File: config.mk
export PLATFORM = sky130hd
export DESIGN_NAME = drive_param_bank
export DESIGN_NICKNAME = d
export VERILOG_FILES = /design/src/drive_bank_pkg.sv /design/src/axil_front.sv /design/src/drive_param_bank.sv /design/src/speed_pair.sv
export VERILOG_INCLUDE_DIRS = /design/src
export SDC_FILE = /design/constraint.sdc
export NUM_CORES = 1
export LEC_CHECK = 0
export CAP_MARGIN = 20
export CORE_MARGIN = 1.5
export CORE_UTILIZATION = 65
export CTS_CLUSTER_SIZE = 12
export DETAILED_ROUTE_END_ITERATION = 12
export DONT_BUFFER_PORTS = 1
export HOLD_SLACK_MARGIN = 0.05
export MAX_ROUTING_LAYER = met4
export PLACE_DENSITY = 0.8
export SYNTH_ARGS = -nofsm -noshare
export SYNTH_HDL_FRONTEND = slang
export SYNTH_SLANG_ARGS = --single-unit
File: constraint.sdc
create_clock -name sys_clk -period 10.9 [get_ports sys_clk]
set_input_delay 1.09 -clock sys_clk [delete_from_list [all_inputs] [get_ports sys_clk]]
set_output_delay 1.09 -clock sys_clk [all_outputs]
set_load 0.02 [all_outputs]
File: src/drive_bank_cfg.svh
// Constants of the speed-source parameter bank: indices, limits, resets.
// Assumes registers sit at byte address four times their index.
`ifndef DRIVE_BANK_CFG_SVH
`define DRIVE_BANK_CFG_SVH
`define ADDR_W          16
`define IDX_W           14
`define IDX_LSB         2
`define REG_W           16
`define IDX_SPEED_SRC   14'h1201
`define IDX_RUN_ORIGIN  14'h1202
`define IDX_BASE_SPEED  14'h1203
`define IDX_TOP_SPEED   14'h1204
`define IDX_SWITCH_MODE 14'h1205
`define IDX_SECOND_MODE 14'h1206
`define IDX_RSTART_SPD  14'h120B
`define IDX_REND_SPD    14'h120D
`define IDX_RSTART_VOLT 14'h120F
`define IDX_REND_VOLT   14'h1210
`define IDX_RSTART_BEH  14'h1211
`define IDX_FILTER      14'h1212
`define IDX_SEQ_ENABLE  14'h1213
`define IDX_MS_MODE     14'h1215
`define IDX_MS_BASE     14'h1216
`define IDX_MS_ONE      14'h1218
`define IDX_MS_TWO      14'h121A
`define IDX_MS_THREE    14'h121C
`define PAIR_COUNT      6
`define PAIR_RANGE_CNT  2
`define SRC_LAST_LINEAR 16'h0007
`define SRC_COMPUTED    16'h000A
`define RUN_FIRST       16'h0001
`define RUN_LAST        16'h0005
`define SPEED_MIN       16'h001E
`define TOP_MAX         16'h0190
`define SWITCH_LAST     16'h0004
`define SECOND_LAST     16'h0003
`define FLAG_LAST       16'h0001
`define VOLT_MAX        16'h0064
`define FILTER_FIRST    16'h0001
`define FILTER_LAST     16'h001F
`define RANGE_SPD_MAX   32'h00009C40
`define PRESET_MIN      32'h00000032
`define HZ_TO_CENTI     32'h00000064
`define RST_ZERO        16'h0000
`define RST_RUN_ORIGIN  16'h0001
`define RST_SPEED       16'h0032
`define RST_FILTER      16'h0008
`define RST_PAIR        32'h00000000
`define RESP_OKAY       2'b00
`define RESP_SLVERR     2'b10
`endif

File: src/drive_bank_pkg.sv
// Types shared by the parameter bank files.
// Assumes drive_bank_cfg.svh supplies the widths.
`include "drive_bank_cfg.svh"
package drive_bank_pkg;
   typedef struct packed {
      logic [`IDX_W-1:0] idx;
      logic [`REG_W-1:0] data;
      logic              full;
   } wr_req_s;
   typedef struct packed {
      logic [15:0] speed_source_select;
      logic [15:0] run_origin_select;
      logic [15:0] base_speed;
      logic [15:0] top_speed;
      logic [15:0] input_switch_mode;
      logic [15:0] second_input_mode;
      logic [31:0] range_start_speed;
      logic [31:0] range_end_speed;
      logic [15:0] range_start_voltage;
      logic [15:0] range_end_voltage;
      logic [15:0] range_start_behaviour;
      logic [15:0] input_filter_constant;
      logic [15:0] sequence_program_enable;
      logic [15:0] multispeed_mode;
      logic [31:0] multispeed_base_value;
      logic [31:0] multispeed_preset_one;
      logic [31:0] multispeed_preset_two;
      logic [31:0] multispeed_preset_three;
   } param_bank_s;
endpackage : drive_bank_pkg

File: src/axil_front.sv
// AXI4-Lite slave front end: one write and one read in flight.
// Assumes the bank answers wr_ok and rd_data combinationally.
`timescale 1ns/10ps
`default_nettype none
`include "drive_bank_cfg.svh"
module axil_front (
   input  wire logic               sys_clk,
   input  wire logic               reset,
   input  wire logic [`ADDR_W-1:0] awaddr,
   input  wire logic               awvalid,
   output logic                    awready,
   input  wire logic [31:0]        wdata,
   input  wire logic [3:0]         wstrb,
   input  wire logic               wvalid,
   output logic                    wready,
   output logic [1:0]              bresp,
   output logic                    bvalid,
   input  wire logic               bready,
   input  wire logic [`ADDR_W-1:0] araddr,
   input  wire logic               arvalid,
   output logic                    arready,
   output logic [31:0]             rdata,
   output logic [1:0]              rresp,
   output logic                    rvalid,
   input  wire logic               rready,
   output drive_bank_pkg::wr_req_s wr_req,
   output logic                    wr_go,
   input  wire logic               wr_ok,
   output logic [`IDX_W-1:0]       rd_idx,
   output logic                    rd_go,
   input  wire logic [15:0]        rd_data,
   input  wire logic               rd_ok
);
   // Address and data are captured independently, in either order
   always_ff @(posedge sys_clk) begin
      if (reset) begin
         awready <= 1'b1;
         wready  <= 1'b1;
         wr_req  <= '0;
      end else begin
         if (awvalid && awready) begin
            awready    <= 1'b0;
            wr_req.idx <= awaddr[`ADDR_W-1:`IDX_LSB];
         end else if (bvalid && bready) awready <= 1'b1;
         if (wvalid && wready) begin
            wready      <= 1'b0;
            wr_req.data <= wdata[`REG_W-1:0];
            wr_req.full <= &wstrb[1:0];
         end else if (bvalid && bready) wready <= 1'b1;
      end
   end

   always_ff @(posedge sys_clk) begin
      if (reset) wr_go <= 1'b0;
      else wr_go <= !awready && !wready && !bvalid && !wr_go;
   end

   always_ff @(posedge sys_clk) begin
      if (reset) begin
         bvalid <= 1'b0;
         bresp  <= `RESP_OKAY;
      end else if (wr_go) begin
         bvalid <= 1'b1;
         bresp  <= wr_ok ? `RESP_OKAY : `RESP_SLVERR;
      end else if (bready) bvalid <= 1'b0;
   end

   always_ff @(posedge sys_clk) begin
      if (reset) begin
         arready <= 1'b1;
         rd_go   <= 1'b0;
         rd_idx  <= '0;
      end else begin
         rd_go <= arvalid && arready;
         if (arvalid && arready) begin
            arready <= 1'b0;
            rd_idx  <= araddr[`ADDR_W-1:`IDX_LSB];
         end else if (rvalid && rready) arready <= 1'b1;
      end
   end

   always_ff @(posedge sys_clk) begin
      if (reset) begin
         rvalid <= 1'b0;
         rdata  <= '0;
         rresp  <= `RESP_OKAY;
      end else if (rd_go) begin
         rvalid <= 1'b1;
         rdata  <= {16'h0000, rd_ok ? rd_data : `RST_ZERO};
         rresp  <= rd_ok ? `RESP_OKAY : `RESP_SLVERR;
      end else if (rready) rvalid <= 1'b0;
   end
endmodule : axil_front
`default_nettype wire

File: src/drive_param_bank.sv
// Speed-source and multispeed parameter bank of a motor drive.
// Assumes one AXI4-Lite master on sys_clk and a synchronous reset.
// Overview of operation
// Speed source takes 0 to 7 or 10; other codes are refused.
// Run origin takes codes 1 to 5 only; 0 is refused.
// Top speed 30 to 400 Hz; base speed 30 up to top speed.
// Input switch mode selects one of five input pairs, codes 0 to 4.
// Second input mode takes codes 0 to 3.
// Range start speed is a high/low pair, 0 to 40000 centihertz.
// Range end speed is a high/low pair, 0 to 40000 centihertz.
// Start voltage 0 to end voltage; end voltage start to 100 percent.
// Range start behaviour takes 0 or 1.
// Filter constant takes 1 to 30, or 31 for fixed filtering.
// Sequence program enable takes 0 or 1.
// Multispeed presets are pairs: 0, or start speed to top speed.
// Reserved and unmapped addresses ignore writes and read as errors.
// Out-of-range writes are refused and leave the old value.
`timescale 1ns/10ps
`default_nettype none
`include "drive_bank_cfg.svh"
module drive_param_bank (
   input  wire logic                   sys_clk,
   input  wire logic                   reset,
   input  wire logic [`ADDR_W-1:0]     awaddr,
   input  wire logic                   awvalid,
   output logic                        awready,
   input  wire logic [31:0]            wdata,
   input  wire logic [3:0]             wstrb,
   input  wire logic                   wvalid,
   output logic                        wready,
   output logic [1:0]                  bresp,
   output logic                        bvalid,
   input  wire logic                   bready,
   input  wire logic [`ADDR_W-1:0]     araddr,
   input  wire logic                   arvalid,
   output logic                        arready,
   output logic [31:0]                 rdata,
   output logic [1:0]                  rresp,
   output logic                        rvalid,
   input  wire logic                   rready,
   output drive_bank_pkg::param_bank_s params
);
   localparam logic [`IDX_W-1:0] PAIR_BASE [`PAIR_COUNT] = '{
      `IDX_RSTART_SPD, `IDX_REND_SPD, `IDX_MS_BASE,
      `IDX_MS_ONE, `IDX_MS_TWO, `IDX_MS_THREE};

   drive_bank_pkg::wr_req_s wr_req;
   logic                    wr_go;
   logic                    wr_ok;
   logic                    wr_accept;
   logic [`IDX_W-1:0]       rd_idx;
   logic                    rd_go;
   logic [15:0]             rd_data;
   logic                    rd_ok;
   logic [15:0]             d;
   logic [31:0]             top_centi;
   logic [15:0]             speed_source_select;
   logic [15:0]             run_origin_select;
   logic [15:0]             base_speed;
   logic [15:0]             top_speed;
   logic [15:0]             input_switch_mode;
   logic [15:0]             second_input_mode;
   logic [15:0]             range_start_voltage;
   logic [15:0]             range_end_voltage;
   logic [15:0]             range_start_behaviour;
   logic [15:0]             input_filter_constant;
   logic [15:0]             sequence_program_enable;
   logic [15:0]             multispeed_mode;
   logic [31:0]             pair_value  [`PAIR_COUNT];
   logic                    pair_low_ok [`PAIR_COUNT];
   logic [`PAIR_COUNT-1:0]  pair_hi_we;
   logic [`PAIR_COUNT-1:0]  pair_lo_we;

   axil_front front (
      .sys_clk (sys_clk),
      .reset   (reset),
      .awaddr  (awaddr),
      .awvalid (awvalid),
      .awready (awready),
      .wdata   (wdata),
      .wstrb   (wstrb),
      .wvalid  (wvalid),
      .wready  (wready),
      .bresp   (bresp),
      .bvalid  (bvalid),
      .bready  (bready),
      .araddr  (araddr),
      .arvalid (arvalid),
      .arready (arready),
      .rdata   (rdata),
      .rresp   (rresp),
      .rvalid  (rvalid),
      .rready  (rready),
      .wr_req  (wr_req),
      .wr_go   (wr_go),
      .wr_ok   (wr_ok),
      .rd_idx  (rd_idx),
      .rd_go   (rd_go),
      .rd_data (rd_data),
      .rd_ok   (rd_ok)
   );

   assign d         = wr_req.data;
   assign wr_accept = wr_go && wr_ok;
   assign top_centi = {16'h0000, top_speed} * `HZ_TO_CENTI;

   // Speed pairs: the two range speeds, then the multispeed presets
   genvar k;
   generate
      for (k = 0; k < `PAIR_COUNT; k++) begin : g_pair
         assign pair_hi_we[k] = wr_go && wr_req.full
                                && wr_req.idx == PAIR_BASE[k];
         assign pair_lo_we[k] = wr_go && wr_req.full
                                && wr_req.idx == PAIR_BASE[k] + 1'b1;
         speed_pair pair (
            .sys_clk (sys_clk),
            .reset   (reset),
            .wr_high (pair_hi_we[k]),
            .wr_low  (pair_lo_we[k]),
            .data    (d),
            .lo      (k < `PAIR_RANGE_CNT ? `RST_PAIR : `PRESET_MIN),
            .hi      (k < `PAIR_RANGE_CNT ? `RANGE_SPD_MAX : top_centi),
            .zero_ok (1'b1),
            .value   (pair_value[k]),
            .low_ok  (pair_low_ok[k])
         );
      end
   endgenerate

   // Range check of the addressed word; anything unlisted is refused
   always_comb begin
      wr_ok = 1'b0;
      case (wr_req.idx)
         `IDX_SPEED_SRC:   wr_ok = d <= `SRC_LAST_LINEAR
                                   || d == `SRC_COMPUTED;
         `IDX_RUN_ORIGIN:  wr_ok = d >= `RUN_FIRST
                                   && d <= `RUN_LAST;
         `IDX_BASE_SPEED:  wr_ok = d >= `SPEED_MIN
                                   && d <= top_speed;
         `IDX_TOP_SPEED:   wr_ok = d >= `SPEED_MIN && d <= `TOP_MAX
                                   && d >= base_speed;
         `IDX_SWITCH_MODE: wr_ok = d <= `SWITCH_LAST;
         `IDX_SECOND_MODE: wr_ok = d <= `SECOND_LAST;
         `IDX_RSTART_VOLT: wr_ok = d <= range_end_voltage;
         `IDX_REND_VOLT:   wr_ok = d >= range_start_voltage
                                   && d <= `VOLT_MAX;
         `IDX_RSTART_BEH:  wr_ok = d <= `FLAG_LAST;
         `IDX_FILTER:      wr_ok = d >= `FILTER_FIRST
                                   && d <= `FILTER_LAST;
         `IDX_SEQ_ENABLE:  wr_ok = d <= `FLAG_LAST;
         `IDX_MS_MODE:     wr_ok = d <= `FLAG_LAST;
         default:          wr_ok = 1'b0;
      endcase
      for (int i = 0; i < `PAIR_COUNT; i++) begin
         if (pair_hi_we[i]) wr_ok = 1'b1;
         if (pair_lo_we[i]) wr_ok = pair_low_ok[i];
      end
      wr_ok = wr_ok && wr_req.full;
   end

   always_ff @(posedge sys_clk) begin
      if (reset) begin
         speed_source_select <= `RST_ZERO;
         run_origin_select   <= `RST_RUN_ORIGIN;
         base_speed          <= `RST_SPEED;
         top_speed           <= `RST_SPEED;
         input_switch_mode   <= `RST_ZERO;
         second_input_mode   <= `RST_ZERO;
      end else if (wr_accept) begin
         case (wr_req.idx)
            `IDX_SPEED_SRC:   speed_source_select <= d;
            `IDX_RUN_ORIGIN:  run_origin_select   <= d;
            `IDX_BASE_SPEED:  base_speed          <= d;
            `IDX_TOP_SPEED:   top_speed           <= d;
            `IDX_SWITCH_MODE: input_switch_mode   <= d;
            `IDX_SECOND_MODE: second_input_mode   <= d;
            default: ;
         endcase
      end
   end

   always_ff @(posedge sys_clk) begin
      if (reset) begin
         range_start_voltage     <= `RST_ZERO;
         range_end_voltage       <= `VOLT_MAX;
         range_start_behaviour   <= `RST_ZERO;
         input_filter_constant   <= `RST_FILTER;
         sequence_program_enable <= `RST_ZERO;
         multispeed_mode         <= `RST_ZERO;
      end else if (wr_accept) begin
         case (wr_req.idx)
            `IDX_RSTART_VOLT: range_start_voltage     <= d;
            `IDX_REND_VOLT:   range_end_voltage       <= d;
            `IDX_RSTART_BEH:  range_start_behaviour   <= d;
            `IDX_FILTER:      input_filter_constant   <= d;
            `IDX_SEQ_ENABLE:  sequence_program_enable <= d;
            `IDX_MS_MODE:     multispeed_mode         <= d;
            default: ;
         endcase
      end
   end

   // Read mux; reserved and unmapped words answer with an error
   always_comb begin
      rd_ok   = 1'b1;
      rd_data = `RST_ZERO;
      case (rd_idx)
         `IDX_SPEED_SRC:   rd_data = speed_source_select;
         `IDX_RUN_ORIGIN:  rd_data = run_origin_select;
         `IDX_BASE_SPEED:  rd_data = base_speed;
         `IDX_TOP_SPEED:   rd_data = top_speed;
         `IDX_SWITCH_MODE: rd_data = input_switch_mode;
         `IDX_SECOND_MODE: rd_data = second_input_mode;
         `IDX_RSTART_VOLT: rd_data = range_start_voltage;
         `IDX_REND_VOLT:   rd_data = range_end_voltage;
         `IDX_RSTART_BEH:  rd_data = range_start_behaviour;
         `IDX_FILTER:      rd_data = input_filter_constant;
         `IDX_SEQ_ENABLE:  rd_data = sequence_program_enable;
         `IDX_MS_MODE:     rd_data = multispeed_mode;
         default:          rd_ok   = 1'b0;
      endcase
      for (int i = 0; i < `PAIR_COUNT; i++) begin
         if (rd_idx == PAIR_BASE[i]) begin
            rd_ok   = 1'b1;
            rd_data = pair_value[i][31:16];
         end
         if (rd_idx == PAIR_BASE[i] + 1'b1) begin
            rd_ok   = 1'b1;
            rd_data = pair_value[i][15:0];
         end
      end
   end

   assign params.speed_source_select     = speed_source_select;
   assign params.run_origin_select       = run_origin_select;
   assign params.base_speed              = base_speed;
   assign params.top_speed               = top_speed;
   assign params.input_switch_mode       = input_switch_mode;
   assign params.second_input_mode       = second_input_mode;
   assign params.range_start_speed       = pair_value[0];
   assign params.range_end_speed         = pair_value[1];
   assign params.range_start_voltage     = range_start_voltage;
   assign params.range_end_voltage       = range_end_voltage;
   assign params.range_start_behaviour   = range_start_behaviour;
   assign params.input_filter_constant   = input_filter_constant;
   assign params.sequence_program_enable = sequence_program_enable;
   assign params.multispeed_mode         = multispeed_mode;
   assign params.multispeed_base_value   = pair_value[2];
   assign params.multispeed_preset_one   = pair_value[3];
   assign params.multispeed_preset_two   = pair_value[4];
   assign params.multispeed_preset_three = pair_value[5];
endmodule : drive_param_bank
`default_nettype wire

File: src/speed_pair.sv
// One 32-bit speed value written as a high word then a low word.
// Assumes the low-word write commits; the high word is only staged.
`timescale 1ns/10ps
`default_nettype none
`include "drive_bank_cfg.svh"
module speed_pair (
   input  wire logic        sys_clk,
   input  wire logic        reset,
   input  wire logic        wr_high,
   input  wire logic        wr_low,
   input  wire logic [15:0] data,
   input  wire logic [31:0] lo,
   input  wire logic [31:0] hi,
   input  wire logic        zero_ok,
   output logic      [31:0] value,
   output logic             low_ok
);
   logic [15:0] hold;
   logic [31:0] cand;

   assign cand   = {hold, data};
   assign low_ok = (cand >= lo && cand <= hi) || (zero_ok && cand == '0);

   always_ff @(posedge sys_clk) begin
      if (reset) hold <= `RST_ZERO;
      else if (wr_high) hold <= data;
   end

   always_ff @(posedge sys_clk) begin
      if (reset) value <= `RST_PAIR;
      else if (wr_low && low_ok) value <= cand;
   end
endmodule : speed_pair
`default_nettype wire

; ---- Word level (Yosys, flattened, before mapping)
; Cells that the tools add are included.
[word_totals]
register_bits = 552
in_bits = 75
word_cells = 243
[classes]
multipliers = 1
magnitude_cmp = 26
eq_ne = 49
muxes = 51
n_reduce_logical = 78
[ops]
columns = op, count
row1 = $eq A14 B13 Y1 const B, 48
row2 = $mux W16, 13
row3 = $logic_not A32 Y1, 6
row4 = $pmux W16 S12, 1
row5 = $ge A32 B6 Y1 const B, 4
row6 = $le A32 B23 Y1, 4
row7 = $ge A32 B1 Y1 const B, 2
row8 = $le A32 B16 Y1 const B, 2
row9 = $le A16 B3 Y1 const B, 3
row10 = $logic_and A1 B1 Y1, 41
row11 = $mux W1, 34
row12 = $ge A16 B16 Y1, 2
row13 = $le A16 B16 Y1, 2
row14 = $reduce_and A2 Y1, 13
row15 = $mul A16 B5 Y21 const B, 1
row16 = $eq A16 B4 Y1 const B, 1
row17 = $ge A16 B1 Y1 const B, 1
row18 = $ge A16 B5 Y1 const B, 1
row19 = $le A16 B1 Y1 const B, 1
row20 = $le A16 B2 Y1 const B, 1
row21 = $le A16 B5 Y1 const B, 1
row22 = $le A16 B7 Y1 const B, 1
row23 = $le A16 B9 Y1 const B, 1
row24 = $reduce_or A12 Y1, 1
row25 = 6 further kinds, 20

; ---- Longest topological paths before layout
; Gate-level depths: netlist (run 1).
[depth]
word_depth = 19
mapped_depth = 28
ltp_nobuf = 26

; ---- Modules after synthesis
; From an unflattened synthesis (run 1), not the netlist that was laid out.
[hier_totals]
hier_cells = 4410
area_unflattened_um2 = 38712.1
[modules_own_cells]
columns = mod, instances, cells_per_inst, area_each_um2
row1 = speed_pair, 6, 424, 3697.3
row2 = drive_param_bank, 1, 1538, 13541.7
row3 = axil_front, 1, 328, 2986.6

; ---- Worst setup path after synthesis (run 1)
; OpenSTA, ideal clock, no wires.
[synth_timing]
kind = register to register
from = reg top_speed[8]
to = reg second_input_mode[10]
setup_ns = 0.131
arrival_time_ns = 6.310
required_time_ns = 10.769
slack_ns = 4.458
stages_incl_launch_ff = 29
period_less_slack_ns = 6.442
cell_sequence = dfxtp_1 ha_1 ha_1 inv_1 fa_1 inv_1 ha_1 a21o_1 a21oi_1 nand3b_1 o21ai_2 nor2b_1 o21ai_0 nand2_1 a21o_1 a21oi_1 xnor2_1 ha_1 and4b_1 nand4_1 o2111ai_1 nand3_1 maj3_1 a211oi_1 nor4bb_1 buf_2 a2111oi_2 buf_2 nor3b_1
[synth_between]
elab_chain_cells = 18
word_cells_on_any_way = 31
classes_between = mul (1) / order compare (5) / mux (13) / reduce/logical (12)
[synth_rtl]
columns = element, line
row1 = start: declaration, drive_param_bank.sv:60  ; logic [15:0] top_speed;
row2 = start signal: assignment, drive_param_bank.sv:166  ; top_speed <= `RST_SPEED;
row3 = "parallel branches: the longest is 14 deep, another holds $le A32 B23 Y1", n/a
row4 = $mux W1 *, drive_param_bank.sv:156  ; if (pair_lo_we[i]) wr_ok = pair_low_ok[i];
row5 = $logic_and A1 B1 Y1 *, drive_param_bank.sv:158  ; wr_ok = wr_ok && wr_req.full;
row6 = $logic_and A1 B1 Y1 *, drive_param_bank.sv:104  ; assign wr_accept = wr_go && wr_ok;
row7 = $reduce_and A2 Y1 (no line) *, n/a
row8 = end signal: assignment, drive_param_bank.sv:168  ; second_input_mode <= `RST_ZERO;
row9 = end: declaration, drive_param_bank.sv:62  ; logic [15:0] second_input_mode;
; Mark *: on every way between the ends.
; A chain may end at the register's enable or synchronous reset.

; ---- Worst setup path in the final report (run 1)
[layout_timing]
from = reg top_speed[8]
to = reg input_switch_mode[8]
[layout_between]
elab_chain_cells = 18
word_cells_on_any_way = 31
classes_between = mul (1) / order compare (5) / mux (13) / reduce/logical (12)
[layout_rtl]
columns = element, line
row1 = "parallel branches: the longest is 14 deep, another holds $le A32 B23 Y1", n/a
row2 = $mux W1 *, drive_param_bank.sv:156
row3 = $logic_and A1 B1 Y1 *, drive_param_bank.sv:158
row4 = $logic_and A1 B1 Y1 *, drive_param_bank.sv:104
row5 = $reduce_and A2 Y1 (no line) *, n/a
row6 = end signal: assignment, drive_param_bank.sv:167  ; input_switch_mode <= `RST_ZERO;
row7 = end: declaration, drive_param_bank.sv:61  ; logic [15:0] input_switch_mode;
; Marks and branches as above.

==> results of run 1 <==
## Yosys cell counts (43+ instances only)
cell	instances	area (um2)
sky130_fd_sc_hd__dfxtp_1	550	11000
sky130_fd_sc_hd__nand2_1	444	1670
sky130_fd_sc_hd__a21oi_1	252	1260
sky130_fd_sc_hd__nor2_1	195	732
sky130_fd_sc_hd__clkbuf_1	162	608
sky130_fd_sc_hd__ha_1	155	1940
sky130_fd_sc_hd__mux2i_1	151	1510
sky130_fd_sc_hd__nor3b_1	117	878
sky130_fd_sc_hd__inv_1	112	420
sky130_fd_sc_hd__a22oi_1	84	631
sky130_fd_sc_hd__nand2b_1	84	526
sky130_fd_sc_hd__and2_1	76	475
sky130_fd_sc_hd__nand3_1	50	250
sky130_fd_sc_hd__o21ai_0	49	245
sky130_fd_sc_hd__nor3_1	43	215
## power by group
part	switching [W]	internal (W)	total, W	leakage [nW]
combinational	0.000134	0.0000588	0.000192	5.68
clock	0.000789	0.00100	0.00179	0.785
sequential	0.0000284	0.00202	0.00205	4.44
total	0.000951	0.00308	0.00403	10.9
## metrics by stage
stage	util [%]	setup WS, ps	cell area, um2	std cells
6_report	71.3	2620	28400	3469
5_1_grt	71.3	2290	28400	3469
4_1_cts	71.1	2860	28300	3463
3_5_place_dp	67.1	2940	26700	3383
3_3_place_gp	67.0	3010	26700	3379
2_1_floorplan	-	4460	26300	2998
## flip-flops by register name, summed over array words and instances (netlist names), 14 cells and up
| register | flops |
|---|---|
| g_pair.pair.value | 192 |
| g_pair.pair.hold | 96 |
| front.wr_req | 31 |
| base_speed | 16 |
| front.rdata | 16 |
| input_filter_constant | 16 |
| input_switch_mode | 16 |
| multispeed_mode | 16 |
| range_end_voltage | 16 |
| range_start_behaviour | 16 |
| range_start_voltage | 16 |
| run_origin_select | 16 |
| second_input_mode | 16 |
| sequence_program_enable | 16 |
| speed_source_select | 16 |
| top_speed | 16 |
| front.rd_idx | 14 |
## path summary, 6_finish.rpt
path,from,endpoint,slack (ps),cells after the start
worst max-delay path,top_speed[8],input_switch_mode[8],2620,27
worst min register to register,g_pair[4].pair.hold[13],g_pair[4].pair.hold[13],450,2
worst max register to register,top_speed[8],input_switch_mode[8],2620,27
worst min-delay path,g_pair[4].pair.hold[13],g_pair[4].pair.hold[13],450,2
## metal layers
metal / vias up / global-route usage, %
li1: 10400 / -
met1: 11700 / 58.7
met2: 1703 / 72.2
met3: 391 / 13.1
met4: 0 / 28.0
met5: - / -
## cells by family (layout without fill, tap and decap cells)
kind of cell               Yosys count  count (layout)  synth area share [%]
muxes                              152             152                  5.80
DFF                                550             550                  41.9
AOI/OAI and AO/OA                  624             624                  16.3
and+or+nand+nor                   1154            1154                  22.1
xor gates and xnor gates            18              18                 0.681
adders and majority gates          168             168                  8.30
buffers and inverters              314             258                  4.89
other                                1              20                0.0143
## critical path, cell delays in order (launching register included)
cell and delay, ps:
sky130_fd_sc_hd__dfxtp_1 800, sky130_fd_sc_hd__ha_1 360, sky130_fd_sc_hd__ha_1 270, sky130_fd_sc_hd__inv_1 50, sky130_fd_sc_hd__fa_1 500, sky130_fd_sc_hd__inv_1 40
sky130_fd_sc_hd__ha_1 370, sky130_fd_sc_hd__a21o_1 220, sky130_fd_sc_hd__a21oi_1 210, sky130_fd_sc_hd__nand3b_1 120, sky130_fd_sc_hd__o21ai_2 380, sky130_fd_sc_hd__nor2b_1 80
sky130_fd_sc_hd__o21ai_0 150, sky130_fd_sc_hd__nand2_1 100, sky130_fd_sc_hd__a21o_1 190, sky130_fd_sc_hd__a21oi_1 170, sky130_fd_sc_hd__xnor2_1 230, sky130_fd_sc_hd__ha_1 370
sky130_fd_sc_hd__and4b_1 240, sky130_fd_sc_hd__nand4_1 200, sky130_fd_sc_hd__o2111ai_1 220, sky130_fd_sc_hd__nand3_1 110, sky130_fd_sc_hd__maj3_1 420, sky130_fd_sc_hd__a211oi_1 680
sky130_fd_sc_hd__nor4bb_4 100, sky130_fd_sc_hd__buf_4 250, sky130_fd_sc_hd__a2111oi_4 1090, sky130_fd_sc_hd__nor3b_1 140
## layout by cell type, fill, tap and decap left out, types with 49 or more instances in the layout
cell type,instances
sky130_fd_sc_hd__nand2_1,444
sky130_fd_sc_hd__buf_4,60
sky130_fd_sc_hd__and2_1,76
sky130_fd_sc_hd__nor3b_1,116
sky130_fd_sc_hd__o21ai_0,49
sky130_fd_sc_hd__ha_1,155
sky130_fd_sc_hd__dfxtp_1,545
sky130_fd_sc_hd__inv_1,112
sky130_fd_sc_hd__nand3_1,50
sky130_fd_sc_hd__nand2b_1,84
sky130_fd_sc_hd__mux2i_1,151
sky130_fd_sc_hd__a21oi_1,252
sky130_fd_sc_hd__clkbuf_16,55
sky130_fd_sc_hd__nor2_1,195
sky130_fd_sc_hd__a22oi_1,84
## cell type report
cell class | count | share of cell area (%)
Clock inverter | 8 | 0.414
Clock buffer | 72 | 5.29
Tap cell | 525 | 2.31
Antenna cell | 2 | 0.0176
Multi-Input combinational cell | 2134 | 49.9
Inverter | 112 | 1.48
Timing Repair Buffer | 66 | 1.79
Sequential cell | 550 | 38.8
==> reports/results.md, run 1 <==
| Step | Item | Value |
|---|---|---|
| outcome | Outcome | complete, no violations |
| global routing | GR Util All Layers | 48.3% |
| placed design | Buffers added on ports | 0 |
| layout | Total of fill cells in the finished design | 3142 |
| global routing | GR Overflow Total | 0 |
| synth | Share of flip-flops with an asynchronous set or reset | 0% |
| route | Uppermost routed layer | met4 |
| clocking | Clock Sink Count | 550 |
| synth | Average cell area after synthesis | 8.81 um2 |
| layout | Area of the multi-input gates | 14200 um2 |
| sta | RSZ-0062 raised after global routing | no |
| sta | Max-slew violation total from the final report | 0 |
| floorplanning | Die H | 204 um |
| sta | Setup Skew | 21.1 ps |
| clocking | Number of H-tree levels | 2 |
| route | Iteration-0 DRC Markers | 3796 |
| setup path | CP Data Arrival Time | 8710 ps |
| route | Via density per instance | 6.97 |
| placed design | Routability congestion estimate from global placement | 0.983 |
| floorplanning | Area of the die | 41600 um2 |
| synth | Leading register cell type out of synthesis | sky130_fd_sc_hd__dfxtp_1 |
| synth | Yosys warning total | 0 |
| synth | Cell count after synthesis | 2981 |
| synth | Combined area of all synthesized cells | 26300 um2 |
| floorplanning | Number of top-level pins | 500 |
| global routing | Largest net degree at the start of global routing | 503 |
| global routing | Vias in the first global route | 22600 |
| clocking | Number of CTS-inserted buffers | 55 |
| route | DR DRC count | 0 |
| sta | Number of endpoints failing setup at the final stage | 0 |
| route | Routed wirelength normalized by instance count | 29.1 um |
| setup path | Crit start category | register |
| global routing | Antenna violations before repair | 2 |
| clocking | Clock slew seen by the registers of the worst setup and hold paths | 60 ps |
| power and ir drop | Total leakage power | 10.9 nW |
| layout | Fraction of layout instances using a drive strength above 1 | 6.49% |
| layout | FF+latch area | 11000 um2 |
| setup path | Type of the setup path with the least slack | reg -> reg |
| route | Drt first pass iters | 7 |
| floorplanning | Std-Cell Rows | 73 |
| sta | Shortest clock period the worst path allows after layout | 8280 ps |
| power and ir drop | Total power | 0.00403 W |
| sta | Final hold slack | 448 ps |
| sta | Fraction of the cycle the final worst path needs | 75.9% |
| placed design | Post-DP HPWL | 72100 um |
| layout | Layout net count | 3160 |
| clocking | Post-CTS Hold Buffers | 0 |
| route | DRT met1 WL | 37300 um |
| flow run | Total of max-cap violations | 0 |
| floorplanning | Die outline width | 204 um |
| route | Routed wire length | 101000 um |
| setup path | Endpoint class of the critical path | register |
| power and ir drop | Power per standard cell area | 142 nW/um2 |
| sta | Worst-margin pin slew | 1220 ps |
| synth | Register bit count reported by yosys | 550 |
| synth | Sequential-to-total area share from yosys stat | 41.9% |
| hold path | Hold Path Class | reg -> reg |
| clocking | Clock tree from TritonCTS | built |
| power and ir drop | Peak supply drop | 0.000160 V |
| global routing | Global-route wire length before repair | 146000 um |
| route | Post-DRT Antenna Nets | 0 |
| clocking | Clk_lat worst skew | 620 ps |
| sta | Setup total negative slack | 0 ps |
| sta | Fin. Hold Viols | 0 |
| setup path | Largest fanout of any net on the critical path | 13 |
| floorplanning | Area of the placeable core | 39800 um2 |
| clocking | Post-CTS Resized | 0 |
| clocking | Clock tree root driver cell | sky130_fd_sc_hd__clkbuf_16 |
| route | Routed met3 length | 13000 um |
| sta | Worst max-slew margin expressed relative to the limit | 18.6% |
| sta | Fmax achieved | 0.121 GHz |
| setup path | WP data required | 11330 ps |
| layout | Area growth syn-to-layout | 8.06% |
| route | Met2 layer wire length in the routed design | 43800 um |
| route | DR vias | 24200 |
| floorplanning | Effective utilization at floorplan | 65.9% |
| clocking | Setup bufs post-CTS | 0 |
| clocking | Number of buffers on the longest clock path | 3 |
| synth | Netlist cell types | 95 |
| synth | Number of flops mapped to enable cells by yosys | 0 |
Power figures use the tool's default switching activity.
==> run 2, diff against run 1 <==
--- a/config.mk
+++ b/config.mk
@@ -6,15 +6,16 @@
 export SDC_FILE = /design/constraint.sdc
 export NUM_CORES = 1
 export LEC_CHECK = 0
+export ABC_AREA = 1
 export CAP_MARGIN = 20
 export CORE_MARGIN = 1.5
-export CORE_UTILIZATION = 65
+export CORE_UTILIZATION = 58
 export CTS_CLUSTER_SIZE = 12
 export DETAILED_ROUTE_END_ITERATION = 12
 export DONT_BUFFER_PORTS = 1
 export HOLD_SLACK_MARGIN = 0.05
 export MAX_ROUTING_LAYER = met4
-export PLACE_DENSITY = 0.8
+export PLACE_DENSITY = 0.75
 export SYNTH_ARGS = -nofsm -noshare
 export SYNTH_HDL_FRONTEND = slang
 export SYNTH_SLANG_ARGS = --single-unit
==> constraint.sdc (replaced) <==
create_clock -name sys_clk -period 6.8 [get_ports sys_clk]
set_input_delay 0.68 -clock sys_clk [delete_from_list [all_inputs] [get_ports sys_clk]]
set_output_delay 0.68 -clock sys_clk [all_outputs]
set_load 0.02 [all_outputs]
==> run 2 against run 1 <==
Against the previous run:
- cell area grew 4.7%
- clock power grew 81%
- final cell count grew 26%
- critical endpoint is now speed_source_select[8]
==> reports/results.md, run 2 <==
| Step | Item | Value |
|---|---|---|
| outcome | Outcome | complete, no violations |
| global routing | Largest net degree at the start of global routing | 231 |
| setup path | Destination of the critical timing path | speed_source_select[8] |
| layout | Post-route cell area | 29700 um2 |
| clocking | Setup bufs post-CTS | 0 |
| clocking | Post-CTS Hold Buffers | 0 |
| placed design | Post-DP HPWL | 73900 um |
| synth | Netlist cell types | 52 |
| sta | Shortest clock period the worst path allows after layout | 6280 ps |
| floorplanning | Area of the die | 48400 um2 |
| global routing | Vias in the first global route | 24200 |
| layout | Layout net count | 3967 |
| power and ir drop | Total leakage power | 14.0 nW |
| route | Post-DRT Antenna Nets | 0 |
| layout | Area of the multi-input gates | 13400 um2 |
| sta | Worst max-slew margin expressed relative to the limit | 13.4% |
| layout | FF+latch area | 11000 um2 |
| synth | Post-synthesis cell type with the largest combined area | sky130_fd_sc_hd__dfxtp_1 |
| layout | Final design utilization | 64.0% |
| power and ir drop | Power per standard cell area | 237 nW/um2 |
| route | Iteration-0 DRC Markers | 3668 |
| flow run | Total of max-cap violations | 0 |
| floorplanning | Die H | 220 um |
| route | DR vias | 27100 |
| sta | Fraction of the cycle the final worst path needs | 92.4% |
| setup path | Crit start category | register |
| setup path | Worst Reg-to-Reg Cells | 35 |
| setup path | Launch point of the critical path | top_speed[7] |
| layout | Largest Register | g_pair.pair.value |
| layout | Total of fill cells in the finished design | 4204 |
| setup path | Endpoint class of the critical path | register |
| synth | Sequential-to-total area share from yosys stat | 40.3% |
| hold path | Hold Path Class | in -> reg |
| setup path | CP Data Arrival Time | 6810 ps |
| route | Routed wirelength normalized by instance count | 23.8 um |
| synth | Yosys warning total | 0 |
| sta | Number of endpoints failing setup at the final stage | 0 |
| synth | Share of flip-flops with an asynchronous set or reset | 0% |
| layout | Number of flip-flops in the largest register | 192 |
| clocking | Number of H-tree levels | 2 |
| sta | Setup Skew | 20.7 ps |
| synth | Register bit count reported by yosys | 550 |
| placed design | Routability congestion estimate from global placement | 1.01 |
| layout | Regs by FF count | g_pair.pair.value (192), g_pair.pair.hold (96), front.wr_req (31) |
| sta | Fmax achieved | 0.159 GHz |
| clocking | Clock tree root driver cell | sky130_fd_sc_hd__clkbuf_16 |
| route | Routed wire length | 104000 um |
| layout | Most common cell after layout, fill and taps aside | sky130_fd_sc_hd__dfxtp_1 |
| synth | Share of the synthesized area in the top cell type | 40.3% |
| placed design | Buffers added on ports | 0 |
| clocking | Post-CTS Resized | 0 |
| sta | Fin. Hold Viols | 0 |
| clocking | Clock Sink Count | 550 |
| floorplanning | Std-Cell Rows | 79 |
| clocking | Clk_lat worst skew | 640 ps |
| floorplanning | Die outline width | 220 um |
| setup path | Cell occurring most often along the worst timing path | sky130_fd_sc_hd__nand2_1 |
| clocking | Clock slew seen by the registers of the worst setup and hold paths | 70 ps |
| layout | Area growth syn-to-layout | 8.82% |
| layout | Commonest non-fill, non-tap cells in the layout | sky130_fd_sc_hd__dfxtp_1 (550), sky130_fd_sc_hd__nand2_1 (518), sky130_fd_sc_hd__inv_1 (483), sky130_fd_sc_hd__o21ai_0 (400), sky130_fd_sc_hd__nor2_1 (340) |
| global routing | GR Overflow Total | 0 |
| sta | RSZ-0062 raised after global routing | no |
| layout | Fraction of layout instances using a drive strength above 1 | 6.94% |
| setup path | Type of the setup path with the least slack | reg -> reg |
| power and ir drop | Peak supply drop | 0.000241 V |
| setup path | Largest fanout of any net on the critical path | 13 |
| global routing | Global-route wire length before repair | 151000 um |
| synth | Average cell area after synthesis | 7.17 um2 |
| global routing | GR Util All Layers | 42.7% |
| synth | Combined area of all synthesized cells | 27300 um2 |
| synth | Cell count after synthesis | 3810 |
| clocking | Number of buffers on the longest clock path | 3 |
| clocking | Clock tree from TritonCTS | built |
| route | Via density per instance | 6.20 |
| global routing | Antenna violations before repair | 1 |
| synth | Number of flops mapped to enable cells by yosys | 0 |
| sta | Setup total negative slack | 0 ps |
| setup path | Cell with the biggest individual delay on the critical path | sky130_fd_sc_hd__dfxtp_1 |
| setup path | WP data required | 7330 ps |
| route | DR DRC count | 0 |
| hold path | Min-delay src | reset |
| sta | Worst-margin pin slew | 1300 ps |
| setup path | Beginning of the worst register-to-register path | top_speed[7] |
| synth | Most repeated cell in the gate-level netlist after synthesis | sky130_fd_sc_hd__dfxtp_1 |
| floorplanning | Number of top-level pins | 500 |
| synth | Leading register cell type out of synthesis | sky130_fd_sc_hd__dfxtp_1 |
| sta | Max-slew violation total from the final report | 0 |
| floorplanning | Area of the placeable core | 46500 um2 |
| setup path | Slack of the worst reg-to-reg path | 520 ps |
| clocking | Number of CTS-inserted buffers | 57 |
| synth | Most used standard cells in the synthesized netlist | sky130_fd_sc_hd__dfxtp_1 (550), sky130_fd_sc_hd__nand2_1 (518), sky130_fd_sc_hd__inv_1 (484), sky130_fd_sc_hd__o21ai_0 (400), sky130_fd_sc_hd__nor2_1 (345) |
| setup path | Largest stage delay on the critical path | 510 ps |
| placed design | Total placed instance area | 27800 um2 |
| synth | Most area-consuming cells after synthesis | sky130_fd_sc_hd__dfxtp_1 (40%), sky130_fd_sc_hd__o21ai_0 (7.3%), sky130_fd_sc_hd__nand2_1 (7.1%) |
| route | Drt first pass iters | 7 |
| floorplanning | Effective utilization at floorplan | 58.8% |
| setup path | Capture instance of the worst register-to-register path | speed_source_select[8] |
-- run 2: kinds of logic after synthesis --
| kind of cell | after synthesis | synth area share [%] |
|---|---|---|
| AO/OA/AOI/OAI | 815 | 15.7 |
| buffers and inverters | 790 | 11.3 |
| flip-flops | 550 | 40.3 |
| XOR/XNOR | 14 | 0.449 |
| other | 1 | 0.0137 |
| AND/OR/NAND/NOR | 1474 | 24.4 |
| adder cells (fa/ha/maj) | 166 | 7.91 |
-- run 2: stage by stage --
step	instances	total power (W)	hold WS (ps)	setup slack (ps)
after floorplan	3827	0.00368	430	1380
after global placement	4274	0.00384	445	739
after detailed placement	4274	0.00385	450	655
after CTS	4366	0.00703	116	611
after global routing	4366	0.00721	129	118
final	4368	0.00704	145	517
-- run 2: worst min path at each step --
| stage | to | slack, ps | depth (start not counted) |
|---|---|---|---|
| 6_report | front.wr_req[0] | 140 | 1 |
| 5_1_grt | front.bvalid | 130 | 1 |
| 4_1_cts | front.wr_req[0] | 120 | 1 |
| 3_5_place_dp | front.wr_req[29] | 450 | 2 |
| 3_3_place_gp | front.wr_req[26] | 440 | 2 |
| 2_1_floorplan | front.wr_req[26] | 430 | 2 |
-- run 2: power breakdown --
group | leakage, nW | total, W | switching, W | internal, W
sequential | 4.44 | 0.00330 | 0.0000538 | 0.00325
clock | 0.918 | 0.00324 | 0.00134 | 0.00190
combinational | 8.62 | 0.000497 | 0.000376 | 0.000122
-- run 2: cell type report --
class | count | area share [%]
antenna | 2 | 0.0168
timing repair buffer | 77 | 2.07
sequential | 550 | 37.1
multi-input combinational | 2487 | 44.9
clock buffer | 79 | 5.42
clock inverter | 13 | 0.939
tap | 607 | 2.56
inverter | 553 | 7.01
-- run 2: critical path: cells and delay by family, from the launching register on --
family	cells	cell delay [ps]
buffers and inverters	7	900
DFF	1	510
AOI/OAI and AO/OA	9	1600
xor gates and xnor gates	1	140
and+or+nand+nor	13	1320
adders and majority gates	5	1710
-- run 2: routing by layer --
metal  vias to the layer above  track usage (%)  routed length, um
li1                      12400                -                  -
met1                     12500             51.9              38600
met2                      1816             62.7              44200
met3                       379             13.2              14400
met4                         0             24.1               6860
met5                         -                -                  0
